File: src/wdog_pkg.sv
/*
 * constants, field positions and carrier types for the watchdog
 * control and reset-cause block.
 * assumes a 32-bit apb slave port and a 250 mhz pclk.
 */
package wdog_pkg;

	// apb register map (byte addresses)
	localparam int          ADDR_W      = 12;
	localparam logic [11:0] CTRL_ADDR   = 12'h060;
	localparam logic [11:0] CAUSE_ADDR  = 12'h064;

	// control register field positions
	localparam int IRQ_FLAG_BIT  = 7;
	localparam int IRQ_EN_BIT    = 6;
	localparam int SEL_HI_BIT    = 5;
	localparam int UNLOCK_BIT    = 4;
	localparam int RST_EN_BIT    = 3;
	localparam int SEL_LO_MSB    = 2;

	// reset-cause register field positions
	localparam int JTAG_BIT      = 4;
	localparam int DOG_BIT       = 3;
	localparam int BROWN_BIT     = 2;
	localparam int PIN_BIT       = 1;
	localparam int PWRON_BIT     = 0;
	localparam logic [4:0] CAUSE_RESET = 5'h01;

	// timing
	localparam int CLK_HZ        = 250000000;
	localparam int OSC_HZ        = 128000;
	localparam int OSC_DIV       = CLK_HZ / OSC_HZ;
	localparam int UNLOCK_CYCLES = 4;

	// timeout select
	localparam int         SEL_W     = 4;
	localparam logic [3:0] SEL_MAX   = 4'h9;
	localparam int         BASE_LOG2 = 11;
	localparam int         CNT_W     = 21;

	// reset events reported by the system reset controller
	typedef struct packed {
		logic jtag;
		logic brownout;
		logic pin;
	} reset_event_t;

	// stored control fields
	typedef struct packed {
		logic             irq_flag;
		logic             irq_enable;
		logic             reset_enable;
		logic [SEL_W-1:0] timeout_select;
	} ctrl_t;

	localparam ctrl_t CTRL_RESET = '0;

endpackage

File: src/wdog_counter.sv
/*
 * timeout counter: counts oscillator ticks up to the length chosen
 * by the timeout select code and pulses timeout for one cycle.
 * assumes tick, run and restart are synchronous to pclk.
 */
`timescale 1ns/100ps
module wdog_counter
	import wdog_pkg::*;
#(
	parameter int SW = SEL_W,
	parameter int CW = CNT_W
)(
	input  wire logic          pclk,
	input  wire logic          presetn,
	input  wire logic          tick,
	input  wire logic          run,
	input  wire logic          restart,
	input  wire logic [SW-1:0] sel,
	output logic               timeout
);

	logic [CW-1:0] count;
	logic [CW-1:0] next_count;
	logic          next_timeout;
	logic [SW-1:0] sel_eff;
	logic [CW-1:0] last;

	// reserved codes behave as the longest defined code
	always_comb
	begin
		sel_eff = (sel > SEL_MAX) ? SEL_MAX : sel;
		last = (CW'(1) << (CW'(BASE_LOG2) + CW'(sel_eff))) - CW'(1);
		next_count = count;
		next_timeout = 1'b0;
		if (!run || restart)
		begin
			next_count = '0;
		end
		else if (tick)
		begin
			// >= so a shorter select times out at once
			if (count >= last)
			begin
				next_count = '0;
				next_timeout = 1'b1;
			end
			else
			begin
				next_count = count + CW'(1);
			end
		end
	end

	// counter registers
	always_ff @(posedge pclk or negedge presetn)
	begin
		if (!presetn)
		begin
			count <= '0;
			timeout <= 1'b0;
		end
		else
		begin
			count <= next_count;
			timeout <= next_timeout;
		end
	end

endmodule

File: src/wdog_top.sv
/*
 * watchdog control register, reset-cause register and timeout
 * actions, reached over apb.
 * assumes presetn is the power-on reset, reset events, vector
 * acknowledge and restart are one-cycle pulses on pclk, and the
 * always-on fuse is a static level.
 */
`timescale 1ns/100ps
module wdog_top
	import wdog_pkg::*;
#(
	parameter int DIV = OSC_DIV
)(
	input  wire logic                 pclk,
	input  wire logic                 presetn,
	input  wire logic                 psel,
	input  wire logic                 penable,
	input  wire logic                 pwrite,
	input  wire logic [ADDR_W-1:0]    paddr,
	input  wire logic [31:0]          pwdata,
	output logic      [31:0]          prdata,
	output logic                      pready,
	output logic                      pslverr,
	input  wire logic                 always_on_fuse,
	input  wire logic                 global_irq_enable,
	input  wire logic                 vector_ack,
	input  wire logic                 restart,
	input  wire wdog_pkg::reset_event_t reset_event,
	output logic                      timeout_irq,
	output logic                      dog_system_reset
);
	import wdog_pkg::*;

	////////////////////////////////////////////////////////////////
	// declarations
	////////////////////////////////////////////////////////////////

	ctrl_t        ctrl;
	ctrl_t        next_ctrl;
	logic [4:0]   cause;
	logic [4:0]   next_cause;
	logic [2:0]   unlock_count;
	logic [2:0]   next_unlock_count;
	logic [11:0]  div_count;
	logic [11:0]  next_div_count;
	logic         osc_tick;
	logic         next_osc_tick;
	logic [31:0]  next_prdata;
	logic         next_pready;
	logic         next_pslverr;
	logic         next_timeout_irq;
	logic         next_dog_system_reset;
	logic         timeout;
	logic         unlocked;
	logic         rst_en_eff;
	logic         irq_en_eff;
	logic         do_irq;
	logic         do_reset;
	logic         any_reset;
	logic         wr_done;
	logic         wr_ctrl;
	logic         wr_cause;
	logic         setup;
	logic         hit_ctrl;
	logic         hit_cause;
	logic [7:0]   wd;
	logic [7:0]   ctrl_view;

	////////////////////////////////////////////////////////////////
	// effective mode and timeout actions
	////////////////////////////////////////////////////////////////

	// fuse overrides both stored enables; watchdog flag overrides the stored reset enable only
	always_comb
	begin
		rst_en_eff = ctrl.reset_enable | cause[DOG_BIT] | always_on_fuse;
		irq_en_eff = ctrl.irq_enable & ~always_on_fuse;
		unlocked = (unlock_count != 3'h0);
	end

	// interrupt, interrupt-then-reset, reset or stopped
	always_comb
	begin
		do_irq = timeout & irq_en_eff & ~(rst_en_eff & ctrl.irq_flag);
		do_reset = timeout & rst_en_eff & (~irq_en_eff | ctrl.irq_flag);
		any_reset = do_reset | reset_event.jtag | reset_event.brownout
			| reset_event.pin;
	end

	////////////////////////////////////////////////////////////////
	// oscillator tick divider
	////////////////////////////////////////////////////////////////

	// one-cycle enable at the watchdog oscillator rate
	always_comb
	begin
		next_osc_tick = 1'b0;
		next_div_count = div_count + 12'h001;
		if (div_count >= 12'(DIV - 1))
		begin
			next_div_count = 12'h000;
			next_osc_tick = 1'b1;
		end
	end

	// divider registers
	always_ff @(posedge pclk or negedge presetn)
	begin
		if (!presetn)
		begin
			div_count <= 12'h000;
			osc_tick <= 1'b0;
		end
		else
		begin
			div_count <= next_div_count;
			osc_tick <= next_osc_tick;
		end
	end

	////////////////////////////////////////////////////////////////
	// timeout counter
	////////////////////////////////////////////////////////////////

	// counter runs whenever any mode is active
	wdog_counter #(
		.SW (SEL_W),
		.CW (CNT_W)
	) u_counter (
		.pclk    (pclk),
		.presetn (presetn),
		.tick    (osc_tick),
		.run     (rst_en_eff | irq_en_eff),
		.restart (restart | any_reset),
		.sel     (ctrl.timeout_select),
		.timeout (timeout)
	);

	////////////////////////////////////////////////////////////////
	// apb decode and read path
	////////////////////////////////////////////////////////////////

	// decode and write strobes at the completing edge
	always_comb
	begin
		setup = psel & ~penable;
		hit_ctrl = (paddr == CTRL_ADDR);
		hit_cause = (paddr == CAUSE_ADDR);
		wr_done = psel & penable & pready & pwrite & ~pslverr;
		wr_ctrl = wr_done & hit_ctrl;
		wr_cause = wr_done & hit_cause;
		wd = pwdata[7:0];
	end

	// control register as software sees it
	always_comb
	begin
		ctrl_view = 8'h00;
		ctrl_view[IRQ_FLAG_BIT] = ctrl.irq_flag;
		ctrl_view[IRQ_EN_BIT] = irq_en_eff;
		ctrl_view[SEL_HI_BIT] = ctrl.timeout_select[SEL_W-1];
		ctrl_view[UNLOCK_BIT] = unlocked;
		ctrl_view[RST_EN_BIT] = rst_en_eff;
		ctrl_view[SEL_LO_MSB:0] = ctrl.timeout_select[SEL_LO_MSB:0];
	end

	// answer in the first access cycle
	always_comb
	begin
		next_pready = setup;
		next_pslverr = setup & ~(hit_ctrl | hit_cause);
		next_prdata = 32'h0000_0000;
		if (setup && !pwrite && hit_ctrl)
		begin
			next_prdata = {24'h00_0000, ctrl_view};
		end
		else if (setup && !pwrite && hit_cause)
		begin
			next_prdata = {27'h000_0000, cause};
		end
	end

	// bus answer registers
	always_ff @(posedge pclk or negedge presetn)
	begin
		if (!presetn)
		begin
			pready <= 1'b0;
			pslverr <= 1'b0;
			prdata <= 32'h0000_0000;
		end
		else
		begin
			pready <= next_pready;
			pslverr <= next_pslverr;
			prdata <= next_prdata;
		end
	end

	////////////////////////////////////////////////////////////////
	// control register and unlock window
	////////////////////////////////////////////////////////////////

	// software writes, vector acknowledge, then hardware events
	always_comb
	begin
		next_ctrl = ctrl;
		next_unlock_count = unlocked ? unlock_count - 3'h1 : 3'h0;
		if (wr_ctrl)
		begin
			if (wd[IRQ_FLAG_BIT])
			begin
				next_ctrl.irq_flag = 1'b0;
			end
			next_ctrl.irq_enable = wd[IRQ_EN_BIT] & ~always_on_fuse;
			if (wd[RST_EN_BIT])
			begin
				next_ctrl.reset_enable = 1'b1;
			end
			else if (unlocked && !cause[DOG_BIT])
			begin
				next_ctrl.reset_enable = 1'b0;
			end
			if (unlocked)
			begin
				next_ctrl.timeout_select = {wd[SEL_HI_BIT], wd[SEL_LO_MSB:0]};
			end
			if (wd[UNLOCK_BIT] && wd[RST_EN_BIT])
			begin
				next_unlock_count = 3'(UNLOCK_CYCLES);
			end
			else
			begin
				next_unlock_count = 3'h0;
			end
		end
		if (vector_ack)
		begin
			next_ctrl.irq_flag = 1'b0;
			if (rst_en_eff)
			begin
				next_ctrl.irq_enable = 1'b0;
			end
		end
		// a timeout set wins over a write or vector clear in the same cycle
		if (do_irq)
		begin
			next_ctrl.irq_flag = 1'b1;
		end
		if (any_reset)
		begin
			next_ctrl = CTRL_RESET;
			next_unlock_count = 3'h0;
		end
	end

	// control registers
	always_ff @(posedge pclk or negedge presetn)
	begin
		if (!presetn)
		begin
			ctrl <= CTRL_RESET;
			unlock_count <= 3'h0;
		end
		else
		begin
			ctrl <= next_ctrl;
			unlock_count <= next_unlock_count;
		end
	end

	////////////////////////////////////////////////////////////////
	// reset-cause register
	////////////////////////////////////////////////////////////////

	// writing zero clears a flag; events set and win
	always_comb
	begin
		next_cause = cause;
		if (wr_cause)
		begin
			next_cause = cause & wd[4:0];
		end
		if (reset_event.jtag)
		begin
			next_cause[JTAG_BIT] = 1'b1;
		end
		if (do_reset)
		begin
			next_cause[DOG_BIT] = 1'b1;
		end
		if (reset_event.brownout)
		begin
			next_cause[BROWN_BIT] = 1'b1;
		end
		if (reset_event.pin)
		begin
			next_cause[PIN_BIT] = 1'b1;
		end
	end

	// power-on clears all but the power-on flag, which it sets
	always_ff @(posedge pclk or negedge presetn)
	begin
		if (!presetn)
		begin
			cause <= CAUSE_RESET;
		end
		else
		begin
			cause <= next_cause;
		end
	end

	////////////////////////////////////////////////////////////////
	// interrupt request and reset pulse
	////////////////////////////////////////////////////////////////

	// request needs the flag and both enables
	always_comb
	begin
		next_timeout_irq = next_ctrl.irq_flag & next_ctrl.irq_enable
			& ~always_on_fuse & global_irq_enable;
		next_dog_system_reset = do_reset;
	end

	// output registers
	always_ff @(posedge pclk or negedge presetn)
	begin
		if (!presetn)
		begin
			timeout_irq <= 1'b0;
			dog_system_reset <= 1'b0;
		end
		else
		begin
			timeout_irq <= next_timeout_irq;
			dog_system_reset <= next_dog_system_reset;
		end
	end

endmodule

File: config.mk
export PLATFORM = sky130hd
export DESIGN_NAME = wdog_top
export DESIGN_NICKNAME = d
export VERILOG_FILES = /design/src/wdog_pkg.sv /design/src/wdog_counter.sv /design/src/wdog_top.sv
export SDC_FILE = /design/constraint.sdc
export NUM_CORES = 1
export LEC_CHECK = 0
export ABC_AREA = 1
export CELL_PAD_IN_SITES_DETAIL_PLACEMENT = 0
export CELL_PAD_IN_SITES_GLOBAL_PLACEMENT = 2
export CORE_MARGIN = 2
export CORE_UTILIZATION = 33
export DETAILED_ROUTE_END_ITERATION = 7
export DONT_BUFFER_PORTS = 1
export PLACE_DENSITY_LB_ADDON = 0.2
export SYNTH_ARGS = -nofsm -noshare
export SYNTH_HDL_FRONTEND = slang
export SYNTH_HIERARCHICAL = 1
export SYNTH_SLANG_ARGS = --single-unit
File: constraint.sdc
create_clock -name pclk -period 3.66 [get_ports pclk]
set_clock_uncertainty 0.15 [all_clocks]
set_input_delay 0.183 -clock pclk [delete_from_list [all_inputs] [get_ports pclk]]
set_output_delay 0.183 -clock pclk [all_outputs]
set_load 0.01 [all_outputs]
# Word-level counts from Yosys, hierarchy flattened

Index checks and enable logic that the tools add are counted.

$add $sub $neg: 5
$lt $le $gt $ge: 3
Equal/unequal tests: 2
Shift operators: 1
Multiplexer cells: 29
Bitwise operators: 34
Reductions and logical operators: 20

Operators by type and width:

| operator              | number |
|---|---|
| $mux 21               | 3 |
| $eq 12x7->1 const B   | 2 |
| $add 21x1->21 const B | 1 |
| $ge 21x21->1          | 1 |
| $shl 1x21->21 const A | 1 |
| $sub 21x2->21 const B | 1 |
| $and 1x1->1           | 18 |
| $mux 7                | 2 |
| $reduce_bool 2->1     | 7 |
| $mux 1                | 13 |
| $add 12x1->12 const B | 1 |
| $ge 12x11->1 const B  | 1 |
| $mux 12               | 1 |
| $mux 3                | 4 |
| $mux 5                | 2 |
| $or 1x1->1            | 9 |
| $mux 4                | 2 |
| $mux 8                | 1 |
| $not 1->1             | 6 |
| $reduce_bool 3->1     | 2 |
| $add 4x4->5 const A   | 1 |
| $and 5x5->5           | 1 |
| $logic_and 1x1->1     | 5 |
| $gt 4x4->1 const B    | 1 |
| other kinds (5)       | 8 |

Register bits: 86
Bits of input ports: 56
Output and inout port bits: 36
Word-level logic and storage cells: 113

# Longest topological paths before layout

Gate-level depths: netlist of run 1.

Depth after elaboration: 13
Gate-level depth with buffers: 25
Gate-level depth less buffers: 24

# Modules after synthesis

Netlist of run 1, hierarchy kept.

By module, submodules not included:

| module       | instances | cells an instance | area an instance (µm²) | sequential area each (µm²) |
|---|---|---|---|---|
| wdog_counter | 1         | 363               | 2471.1                 | 550.5 |
| wdog_top     | 1         | 242               | 2044.5                 | 1002.2 |

# Worst setup path after synthesis of run 1

OpenSTA, ideal clock, no wires.

Path kind: reg2reg
Start: reg ctrl[1] (netlist name)
End: reg u_counter.count[0]
Library setup time: 0.121 ns
Arrival: 3.236 ns
Data required time: 3.389 ns
Setup slack: 0.153 ns
Cell stages (with the launch flop): 24
Path buffers: 1
Period minus slack after synthesis: 3.507 ns
Cell sequence: dfrtp_1 > o21ai_2 > inv_1 > nor2_2 > nand2_1 > nand2_1 > inv_1 > ha_1 > inv_1 > o2111ai_1 > nand3_2 > nor2_2 > nand2_1 > nand2_1 > nand2_1 > ha_1 > nand2_1 > nor2_2 > nand2_2 > nor2_2 > nand3_1 > nand4_4 > buf_6 > a21oi_2

Cells in the longest elaborated chain, start to end: 9

Ends and longest elaborated chain:

| what                   | line               | text |
|---|---|---|
| start, declared        | wdog_top.sv:38     | `ctrl_t ctrl;` |
| start signal, assigned | wdog_top.sv:267    | `ctrl <= next_ctrl;` |
| $gt 4x4->1             | wdog_counter.sv:31 | `sel_eff = (sel > SEL_MAX) ? SEL_MAX : sel;` |
| $mux 4 (*)             | wdog_counter.sv:31 |  |
| $add 4x4->5 (*)        | wdog_counter.sv:32 | `last = (CW'(1) << (CW'(BASE_LOG2) + CW'(sel_eff))) - CW'(1);` |
| $shl 1x21->21 (*)      | wdog_counter.sv:32 |  |
| $sub 21x2->21 (*)      | wdog_counter.sv:32 |  |
| $ge 21x21->1 (*)       | wdog_counter.sv:42 | `if (count >= last)` |
| $mux 21 (*)            | wdog_counter.sv:42 |  |
| $mux 21 (*)            | wdog_counter.sv:39 | `else if (tick)` |
| $mux 21 (*)            | wdog_counter.sv:35 | `if (!run \|\| restart)` |
| end signal, assigned   | wdog_counter.sv:64 | `count <= next_count;` |
| end, declared          | wdog_counter.sv:22 | `logic [CW-1:0] count;` |

Every way passes the cells marked *; elsewhere a longest branch is shown, timed or not. The select of a mux whose other input is x is not followed.
A chain may end at the register's enable or synchronous reset.

# Worst setup path after layout of run 1

Start: reg ctrl[1] (netlist name)
End: reg u_counter.count[13]

The elaborated chain is that of the path after synthesis.

==> results of run 1 <==
state kept, by name, summed over array words and instances, names as in the netlist:
name / cells
cause: 5
ctrl: 7
div_count: 12
dog_system_reset: 1
osc_tick: 1
prdata: 8
pready: 1
pslverr: 1
timeout_irq: 1
u_counter/count: 21
u_counter/timeout: 1
unlock_count: 3
synth_stat cells (all sizes together):
| master | n |
|---|---|
| nand2 | 153 |
| inv | 91 |
| nor2 | 71 |
| dfrtp | 61 |
| nand3 | 40 |
| o21ai | 30 |
| ha | 29 |
| buf | 28 |
| nand4 | 18 |
| xor2 | 17 |
| nor3 | 15 |
| a21oi | 14 |
| o2111ai | 5 |
| xnor2 | 5 |
| o31ai | 4 |
| conb | 3 |
| nor3b | 3 |
| and3 | 2 |
| clkbuf | 2 |
| o21bai | 2 |
| o22ai | 2 |
| or2 | 2 |
| a21boi | 1 |
| a21o | 1 |
| a31oi | 1 |
| dfstp | 1 |
| nand3b | 1 |
| nor4 | 1 |
| o211ai | 1 |
| o31a | 1 |
tightest hold or removal path, delay by kind of cell:
family | cells | cell delay [ns]
AOI/OAI and AO/OA | 1 | 0.06
and+or+nand+nor | 2 | 0.19
final cells by class:
type	instances	area share
Tap cell	176	0.0397
Clock inverter	6	0.0111
Multi-Input combinational cell	450	0.482
Timing Repair Buffer	43	0.0815
Inverter	91	0.0625
Clock buffer	10	0.0431
Sequential cell	62	0.280
logic make-up after synthesis:
group / Yosys count / synth area share
and+or+nand+nor: 306 / 0.314
buffers and inverters: 121 / 0.125
AOI/OAI and AO/OA: 62 / 0.0914
DFF: 62 / 0.344
adders and majority gates: 29 / 0.0804
xor gates and xnor gates: 22 / 0.0427
other: 3 / 0.00249
per-layer routing:
layer	track usage	routed length (microns)	up-vias
li1	-	-	1992
met1	0.213	5320	1814
met2	0.243	5300	63
met3	0.0296	406	6
met4	0.0422	94	0
met5	0	0	-
report_power, final:
part	internal [W]	total [W]	switching [W]
combinational	0.0000409	0.000114	0.0000731
clock	0.000542	0.000845	0.000303
sequential	0.000696	0.000704	0.00000837
stage by stage:
step                hold slack (ns)  cell area, sq um  total power, W   util
floorplan                    -0.263              4620        0.000800      -
global placement             -0.259              4710        0.000795  0.354
detailed placement           -0.259              4710        0.000795  0.354
CTS                         0.00930              5270         0.00169  0.396
global route                 0.0142              5540         0.00173  0.417
finish                      0.00652              5540         0.00166  0.417
path summary, 6_finish.rpt:
kind                                      startpoint                         endpoint  slack [ns]  depth (start not counted)
max in group asynchronous                    presetn             cause[0]$_DFFE_PN1P_        2.81                          2
worst max-delay path             ctrl[1]$_DFFE_PN0P_  u_counter/count[13]$_DFFE_PN0P_        0.16                         21
worst min-delay path                  reset_event[0]              ctrl[4]$_DFFE_PN0P_       0.007                          3
worst min register to register  cause[0]$_DFFE_PN1P_             cause[0]$_DFFE_PN1P_        0.31                          1
worst max register to register   ctrl[1]$_DFFE_PN0P_  u_counter/count[13]$_DFFE_PN0P_        0.16                         21
min in group asynchronous                    presetn           div_count[5]$_DFF_PN0_        0.24                          2
what timing repair did:
action | CTS | global route
resized for setup | 2 | 50
setup buffers | 2 | 5
endpoints found under the setup margin | 18 | 22
gates cloned | 0 | 3
endpoints found under the hold margin | 81 | 0
pin swaps | 2 | 17
hold buffers | 21 | 0
==> flow_summary.toml, run 1 <==
[critical_path]
worst-path-buf-inv = 6
max_stage_delay_ns = 0.43
crit_chain = "o21ai_4 > nand2_2 > inv_4 > nand2_2 > nand2_2 > inv_2 > ha_4 > inv_4 > o2111ai_2 > nand3_2 > buf_6 > xor2_1 > ha_1 > a21o_1 > nor2_1 > nand2_1 > nand2_2 > buf_4 > nand4_4 > clkbuf_16 > o21ai_2"
path_class = "flop to flop"
worstPathArrival_ns = 3.60
path_delay_family = "simple AND/OR/NAND/NOR gates"
end_kind = "flop"
setup.worst_path.start_class = "flop"
crit_path_frequent_cell = "nand2_2"
critical_path_required_ns = 3.76
cpMaxStageDelayCell = "dfrtp_2"
cp_max_fo = 5

[min_path]
hold_class = "input port to flop"

[logic_synthesis]
syn_area_sq_mm = 0.00452
synth_seq_cells = 62
synthCells = 605
yosysTopAreaCell = "dfrtp_1"
synth_warnings = 6
ys_seq_area_frac = 0.344
synth.avg_cell_area_sq_um = 7.46
synth_cell_types = 45
synth_top_area_share = 0.338
synth.area.top_cells = "dfrtp_1 34%, nand2_1 12%, ha_1 8.0%"

[clock_network]
htreeDepth = 3
numCtsBuffers = 9
clk_latency_ns = 0.33
cts_sinks = 62
clk_pin_slew_ns = 0.05
cts_tree = "done"
clk_path_buf_depth = 2
cts_root_buf = "clkbuf_16"

[placement]
gp_congestion = 0.763
dp_slack_ns = -0.0840
dp.final_hpwl_microns = 8210
dpl.cell_count = 791
portBuffers = 0

[floorplanning]
num_rows = 42
ios = 92
die_x_microns = 121
core-area_sq_mm = 0.0133
dieHeight_microns = 121
die_area_sq_mm = 0.0146
start_util = 0.340

[final_layout]
antennaDiodeCount = 0
multi_input_area_sq_mm = 0.00267
nFillCells = 1356
area_delta_synth_final_pct = 22.8
final_common_cell = "nand2_1"
drive_gt1_frac = 0.190
layout_common_cells = "138 x nand2_1, 73 x inv_1, 60 x dfrtp_1, 53 x nor2_1, 36 x nand3_1"
instances_no_fill = 838
regArea_sq_mm = 0.00155
final_nets = 742

[timing]
rsz0062_at_grt = "true"
setup_violations = 0
relSlewSlack = 0.440
setup_ws_ns = 0.156
max_freq_mhz = 285
tns_ns = 0
drv_slew = 0
hold_violations = 0
post-route-min-period_ns = 3.50
fin_crit_sh = 0.957
tightest_slew_ns = 0.839

[global_route]
grt_pass1_vias = 3488
grt_overflow = 0
antenna_found_initial = 0
grt_pass1_wl_microns = 17400
grt_max_degree = 63
globalRouteTotalUtil = 0.153

[routing]
wire_per_inst_microns = 13.3
wl_microns = 11100
drtIter0Drc = 185
vias = 3875
post_drt_via_cell_ratio = 4.62
drc = 0
ant_nets = 0
first_pass_iters = 5

[outcome]
status = "finished clean"

[flow_run]
cap_violations = 0

[power]
p_leak_nw = 2.69
peakVddDrop_mv = 0.249
cellPowerDensity_mw_per_mm2 = 300
(Power assumes the default switching activity.)
==> run 2: changes to the inputs <==
--- a/config.mk
+++ b/config.mk
@@ -9,7 +9,7 @@
 export CELL_PAD_IN_SITES_DETAIL_PLACEMENT = 0
 export CELL_PAD_IN_SITES_GLOBAL_PLACEMENT = 2
 export CORE_MARGIN = 2
-export CORE_UTILIZATION = 33
+export CORE_UTILIZATION = 35
 export DETAILED_ROUTE_END_ITERATION = 7
 export DONT_BUFFER_PORTS = 1
 export PLACE_DENSITY_LB_ADDON = 0.2
==> constraint.sdc (replaced) <==
create_clock -name pclk -period 4.3 [get_ports pclk]
set_clock_uncertainty 0.15 [all_clocks]
set_input_delay 0.215 -clock pclk [delete_from_list [all_inputs] [get_ports pclk]]
set_output_delay 0.215 -clock pclk [all_outputs]
set_load 0.01 [all_outputs]
==> run 2 against run 1 <==
  * Power down 10%
  * Sequential cell count stayed put
  * Cell count decreased by 2.5%
  * Combinational power down 15%
  * Clock power shrank 5.4%
  * Hold slack better by 0.012 ns
  * Maximum frequency fell by 8.4%
  * Register-to-register slack better by 0.32 ns
  * Via count down 2.1%
  * Sequential power down 15%
  * Setup slack better by 0.32 ns
  * Clock-buffer cell count did not move
  * Highest routed layer unchanged
==> flow_summary.toml, run 2 (synthesized netlist as in run 1, its figures left out) <==
[outcome]
status = "finished clean"

[timing]
relSlewSlack = 0.383
fin_crit_sh = 0.890
drv_slew = 0
tightest_slew_ns = 0.923
post-route-min-period_ns = 3.83
rsz0062_at_grt = "false"
hold_violations = 0
setup_violations = 0
max_freq_mhz = 261
tns_ns = 0

[clock_network]
cts_sinks = 62
htreeDepth = 3
numCtsBuffers = 9
cts_root_buf = "clkbuf_16"
clk_path_buf_depth = 2
clk_latency_ns = 0.33
clk_pin_slew_ns = 0.06
cts_tree = "done"

[global_route]
grt_pass1_wl_microns = 18000
antenna_found_initial = 0
grt_overflow = 0
grt_max_degree = 63
grt_pass1_vias = 3751
globalRouteTotalUtil = 0.160

[critical_path]
path_class = "flop to flop"
critical_path_required_ns = 4.42
end_kind = "flop"
setup.worst_path.start_class = "flop"
worstPathArrival_ns = 3.94
cp_max_fo = 5

[floorplanning]
ios = 92
dieHeight_microns = 118
core-area_sq_mm = 0.0126
num_rows = 41
die_x_microns = 118
start_util = 0.358
die_area_sq_mm = 0.0138

[routing]
first_pass_iters = 4
drc = 0
drtIter0Drc = 153
vias = 3792
ant_nets = 0
wire_per_inst_microns = 12.9
post_drt_via_cell_ratio = 4.64
wl_microns = 10500

[final_layout]
drive_gt1_frac = 0.119
instances_no_fill = 817
area_delta_synth_final_pct = 15.7
largest_reg_flops = 21
largest-register = "u_counter/count"
antennaDiodeCount = 0
layout_common_cells = "147 x nand2_1, 79 x inv_1, 61 x dfrtp_1, 56 x nor2_1, 39 x nand3_1"
largest_registers = "u_counter/count (21), div_count (12), prdata (8)"
final_nets = 725
final_common_cell = "nand2_1"

[min_path]
hold_class = "input port to flop"

[placement]
dpl.cell_count = 780
dp.final_hpwl_microns = 8040
gp_congestion = 0.821
portBuffers = 0

[power]
power.total_w = 0.00149
p_leak_nw = 2.58
peakVddDrop_mv = 0.200
cellPowerDensity_mw_per_mm2 = 286

[flow_run]
cap_violations = 0
## run 2: final timing paths
path,cells past startpoint,endpoint,from,slack (ns)
setup / recovery,24,u_counter/count[18]$_DFFE_PN0P_,ctrl[2]$_DFFE_PN0P_,0.47
max in group asynchronous,2,cause[0]$_DFFE_PN1P_,presetn,3.41
hold reg to reg,1,cause[0]$_DFFE_PN1P_,cause[0]$_DFFE_PN1P_,0.31
setup reg to reg,24,u_counter/count[18]$_DFFE_PN0P_,ctrl[2]$_DFFE_PN0P_,0.47
hold / removal,4,ctrl[4]$_DFFE_PN0P_,pwdata[3],0.02
min in group asynchronous,2,u_counter/count[11]$_DFFE_PN0P_,presetn,0.30
## run 2: layer usage
metal  global-route usage  up-vias  share of wire
met5                    0        -              0
met4               0.0535        0          0.017
met3               0.0257       12          0.035
met2                0.266       57           0.47
met1                0.213     1763           0.47
li1                     -     1960              -
## run 2: power breakdown
part	internal (W)	total, W	switching (W)
logic	0.0000341	0.0000964	0.0000623
clock network	0.000527	0.000799	0.000272
registers	0.000592	0.000599	0.00000725
## run 2: metrics by stage
step                setup WS, ns  area (sq um)  utilization  hold slack (ns)
floorplan                  0.793          4620            -           -0.231
global placement           0.349          4650        0.369           -0.227
detailed placement         0.293          4650        0.369           -0.226
CTS                        0.261          5200        0.412           0.0142
global route              0.0196          5230        0.414           0.0493
finish                     0.474          5230        0.414           0.0182
## run 2: final cells by class
class                   count  area (sq um)
well taps                 172           215
clock buffers              10           239
flip-flops and latches     62          1550
multi-input cells         450          2510
clock inverters             6          93.8
fillers                  1344          7390
inverters                  91           342
repair buffers             26           275
## run 2: worst max-delay path, stage by stage, from the launching register on
cell and delay, ns:
dfrtp_1 0.43, o21ai_2 0.18, inv_1 0.06, nor2_2 0.17, nand2_1 0.10, nand2_1 0.06
inv_1 0.05, ha_1 0.35, inv_1 0.15, o2111ai_1 0.15, nand3_2 0.17, inv_1 0.13
nand2_1 0.05, o21ai_0 0.06, nand2_1 0.12, ha_1 0.32, nand2_1 0.07, nand2_1 0.04
nand2_1 0.05, nand2_1 0.07, a21oi_1 0.16, nand3_1 0.16, nor2_1 0.30, nand3_1 0.13
nand2_1 0.07
## run 2: what timing repair did
action | in CTS | in global routing
resized for setup | 0 | 2
buffers inserted | 0 | 1
endpoints found under the setup margin | 0 | 19
hold buffers | 20 | 0
hold endpoints to repair | 81 | 0
==> run 3: changes to the inputs <==
==> constraint.sdc (replaced) <==
create_clock -name pclk -period 4.3 [get_ports pclk]
set_clock_uncertainty 0.15 [all_clocks]
set_input_delay 0 -clock pclk [delete_from_list [all_inputs] [get_ports pclk]]
set_output_delay 0 -clock pclk [all_outputs]
set_load 0.01 [all_outputs]
==> run 3 against run 2 <==
  * Critical path depth down 1
  * First-iteration DRC count grew 25%
  * Via count decreased by 0.74%
  * Setup slack worse by 0.062 ns
  * Routed wire length is 1.4% higher
  * Maximum frequency is 1.6% lower
  * Clock-buffer cell count increased by 2
  * Utilization is 0.77 points higher
  * Clock power is 3.6% lower
  * Cell count increased by 1.5%
  * Hold slack gained 0.020 ns
  * Power decreased by 1.6%
  * Largest cell class unchanged
==> flow_summary.toml, run 3 (synthesized netlist as in run 1, its figures left out) <==
[placement]
portBuffers = 0
dp.final_hpwl_microns = 8110
placed_area_sq_mm = 0.00464
gp_congestion = 0.822
dpl.cell_count = 779

[final_layout]
final_nets = 737
antennaDiodeCount = 0
fin_util = 0.422
final_common_cell = "nand2_1"
largest_reg_flops = 21
drive_gt1_frac = 0.116
largest_registers = "u_counter/count (21), div_count (12), prdata (8)"
layout_common_cells = "147 x nand2_1, 79 x inv_1, 61 x dfrtp_1, 56 x nor2_1, 39 x nand3_1"
largest-register = "u_counter/count"
area_delta_synth_final_pct = 17.9
finalInstanceArea_sq_mm = 0.00532
instances_no_fill = 829
nFillCells = 1323

[global_route]
grt_pass1_wl_microns = 18200
grt_max_degree = 63
antenna_found_initial = 0
grt_pass1_vias = 3735
globalRouteTotalUtil = 0.162
grt_overflow = 0

[critical_path]
path_class = "flop to flop"
setup.worst_path.start_class = "flop"
worstPathArrival_ns = 3.95
worst-r2r-cell-count = 23
crit_path_frequent_cell = "nand2_1"
path_delay_family = "simple AND/OR/NAND/NOR gates"
worst-r2r-setup-slack_ns = 0.41
crit_chain = "o21ai_2 > inv_1 > nor2_2 > nand2_1 > nand2_1 > inv_1 > ha_1 > inv_1 > o2111ai_2 > nand3_2 > nor2_4 > nand2_1 > nand2_1 > nand2_1 > ha_1 > nand2_1 > nor2_2 > nand2_2 > nor2_2 > nand3_1 > nand4_4 > buf_4 > o21ai_2"
cp_max_fo = 10
end_kind = "flop"
critical_path_required_ns = 4.36
r2r_end = "u_counter/count[13]$_DFFE_PN0P_"
rr_startpoint = "ctrl[2]$_DFFE_PN0P_"
max_stage_delay_ns = 0.44
cpMaxStageDelayCell = "dfrtp_1"
worst-path-buf-inv = 4

[min_path]
hold_start = "pwrite"
hold_end = "unlock_count[1]$_DFF_PN0_"
worstHoldPathCells = 5
hold_class = "input port to flop"

[routing]
vias = 3764
drtIter0Drc = 192
first_pass_iters = 4
wire_per_inst_microns = 12.9
drc = 0
ant_nets = 0
post_drt_via_cell_ratio = 4.54
wl_microns = 10700

[timing]
setup_violations = 0
fin_crit_sh = 0.904
relSlewSlack = 0.428
drv_slew = 0
tightest_slew_ns = 0.856
post-route-min-period_ns = 3.89
hold_violations = 0
max_freq_mhz = 257

[floorplanning]
core-area_sq_mm = 0.0126
start_util = 0.358
die_x_microns = 118
ios = 92
dieHeight_microns = 118
die_area_sq_mm = 0.0138
num_rows = 41

[clock_network]
cts_tree = "done"
numCtsBuffers = 9
clk_path_buf_depth = 2
htreeDepth = 3
clk_latency_ns = 0.33
cts_root_buf = "clkbuf_16"
clk_pin_slew_ns = 0.05
cts_sinks = 62

[flow_run]
cap_violations = 0

[power]
p_leak_nw = 2.62
p_sw_w = 0.000321
pwr-share-comb = 0.068
cellPowerDensity_mw_per_mm2 = 276
switching_share = 0.218
internal-power_w = 0.00115
pwr-share-seq = 0.408
clkPwrFrac = 0.524
peakVddDrop_mv = 0.201

[outcome]
status = "finished clean"
run 3: per-layer routing:
metal  wire length, microns  vias up  global-route usage
li1                       -     1988                   -
met1                   5180     1721               0.216
met2                   5150       45               0.273
met3                    231       10              0.0242
met4                    118        0              0.0497
met5                      0        -                   0
run 3: layout make-up:
type	count	area (sq um)	share of cell area
tap	172	215	0.0404
clock buffer	12	246	0.0463
multi-input combinational	450	2510	0.472
timing repair buffer	38	383	0.0719
clock inverter	4	70.1	0.0132
inverter	91	342	0.0642
sequential	62	1550	0.292
run 3: worst max path at each step:
stage | startpoint | endpoint | slack [ns] | cells after the start
final | ctrl[2]$_DFFE_PN0P_ | u_counter/count[13]$_DFFE_PN0P_ | 0.41 | 23
after global routing | ctrl[2]$_DFFE_PN0P_ | u_counter/count[15]$_DFFE_PN0P_ | -0.00009 | 25
after CTS | ctrl[2]$_DFFE_PN0P_ | u_counter/count[6]$_DFFE_PN0P_ | 0.21 | 24
after detailed placement | ctrl[2]$_DFFE_PN0P_ | u_counter/count[6]$_DFFE_PN0P_ | 0.23 | 24
after global placement | ctrl[2]$_DFFE_PN0P_ | u_counter/count[20]$_DFFE_PN0P_ | 0.29 | 24
after floorplan | ctrl[1]$_DFFE_PN0P_ | u_counter/count[0]$_DFFE_PN0P_ | 0.79 | 23
run 3: repair_timing:
item | CTS | global route
setup endpoints to repair | 0 | 22
setup buffers | 0 | 2
hold buffers | 32 | 0
hold endpoints to repair | 88 | 0
resized for setup | 0 | 2
run 3: tightest hold or removal path, cell delays in order:
cell,delay (ns)
nand3_1,0.07
nor2_2,0.05
nand3b_1,0.15
nand2_1,0.09
nor2_1,0.10
run 3: power groups by stage:
stage,registers [W],logic (W),clock network [W]
6_report,0.000600,0.000101,0.000770
4_1_cts,0.000600,0.000101,0.000791
3_5_place_dp,0.000610,0.0000686,0
2_1_floorplan,0.000608,0.0000729,0
3_3_place_gp,0.000609,0.0000673,0
5_1_grt,0.000601,0.000116,0.000813
run 3: metrics by stage:
step                      setup slack (ns)  power, W  hold WS (ns)  setup TNS, ns
after global placement               0.294  0.000677        -0.442              0
after global routing            -0.0000870   0.00153        0.0936     -0.0000870
after floorplan                      0.793  0.000681        -0.446              0
after detailed placement             0.228  0.000678        -0.442              0
after CTS                            0.206   0.00149        0.0271              0
final                                0.412   0.00147        0.0382              0
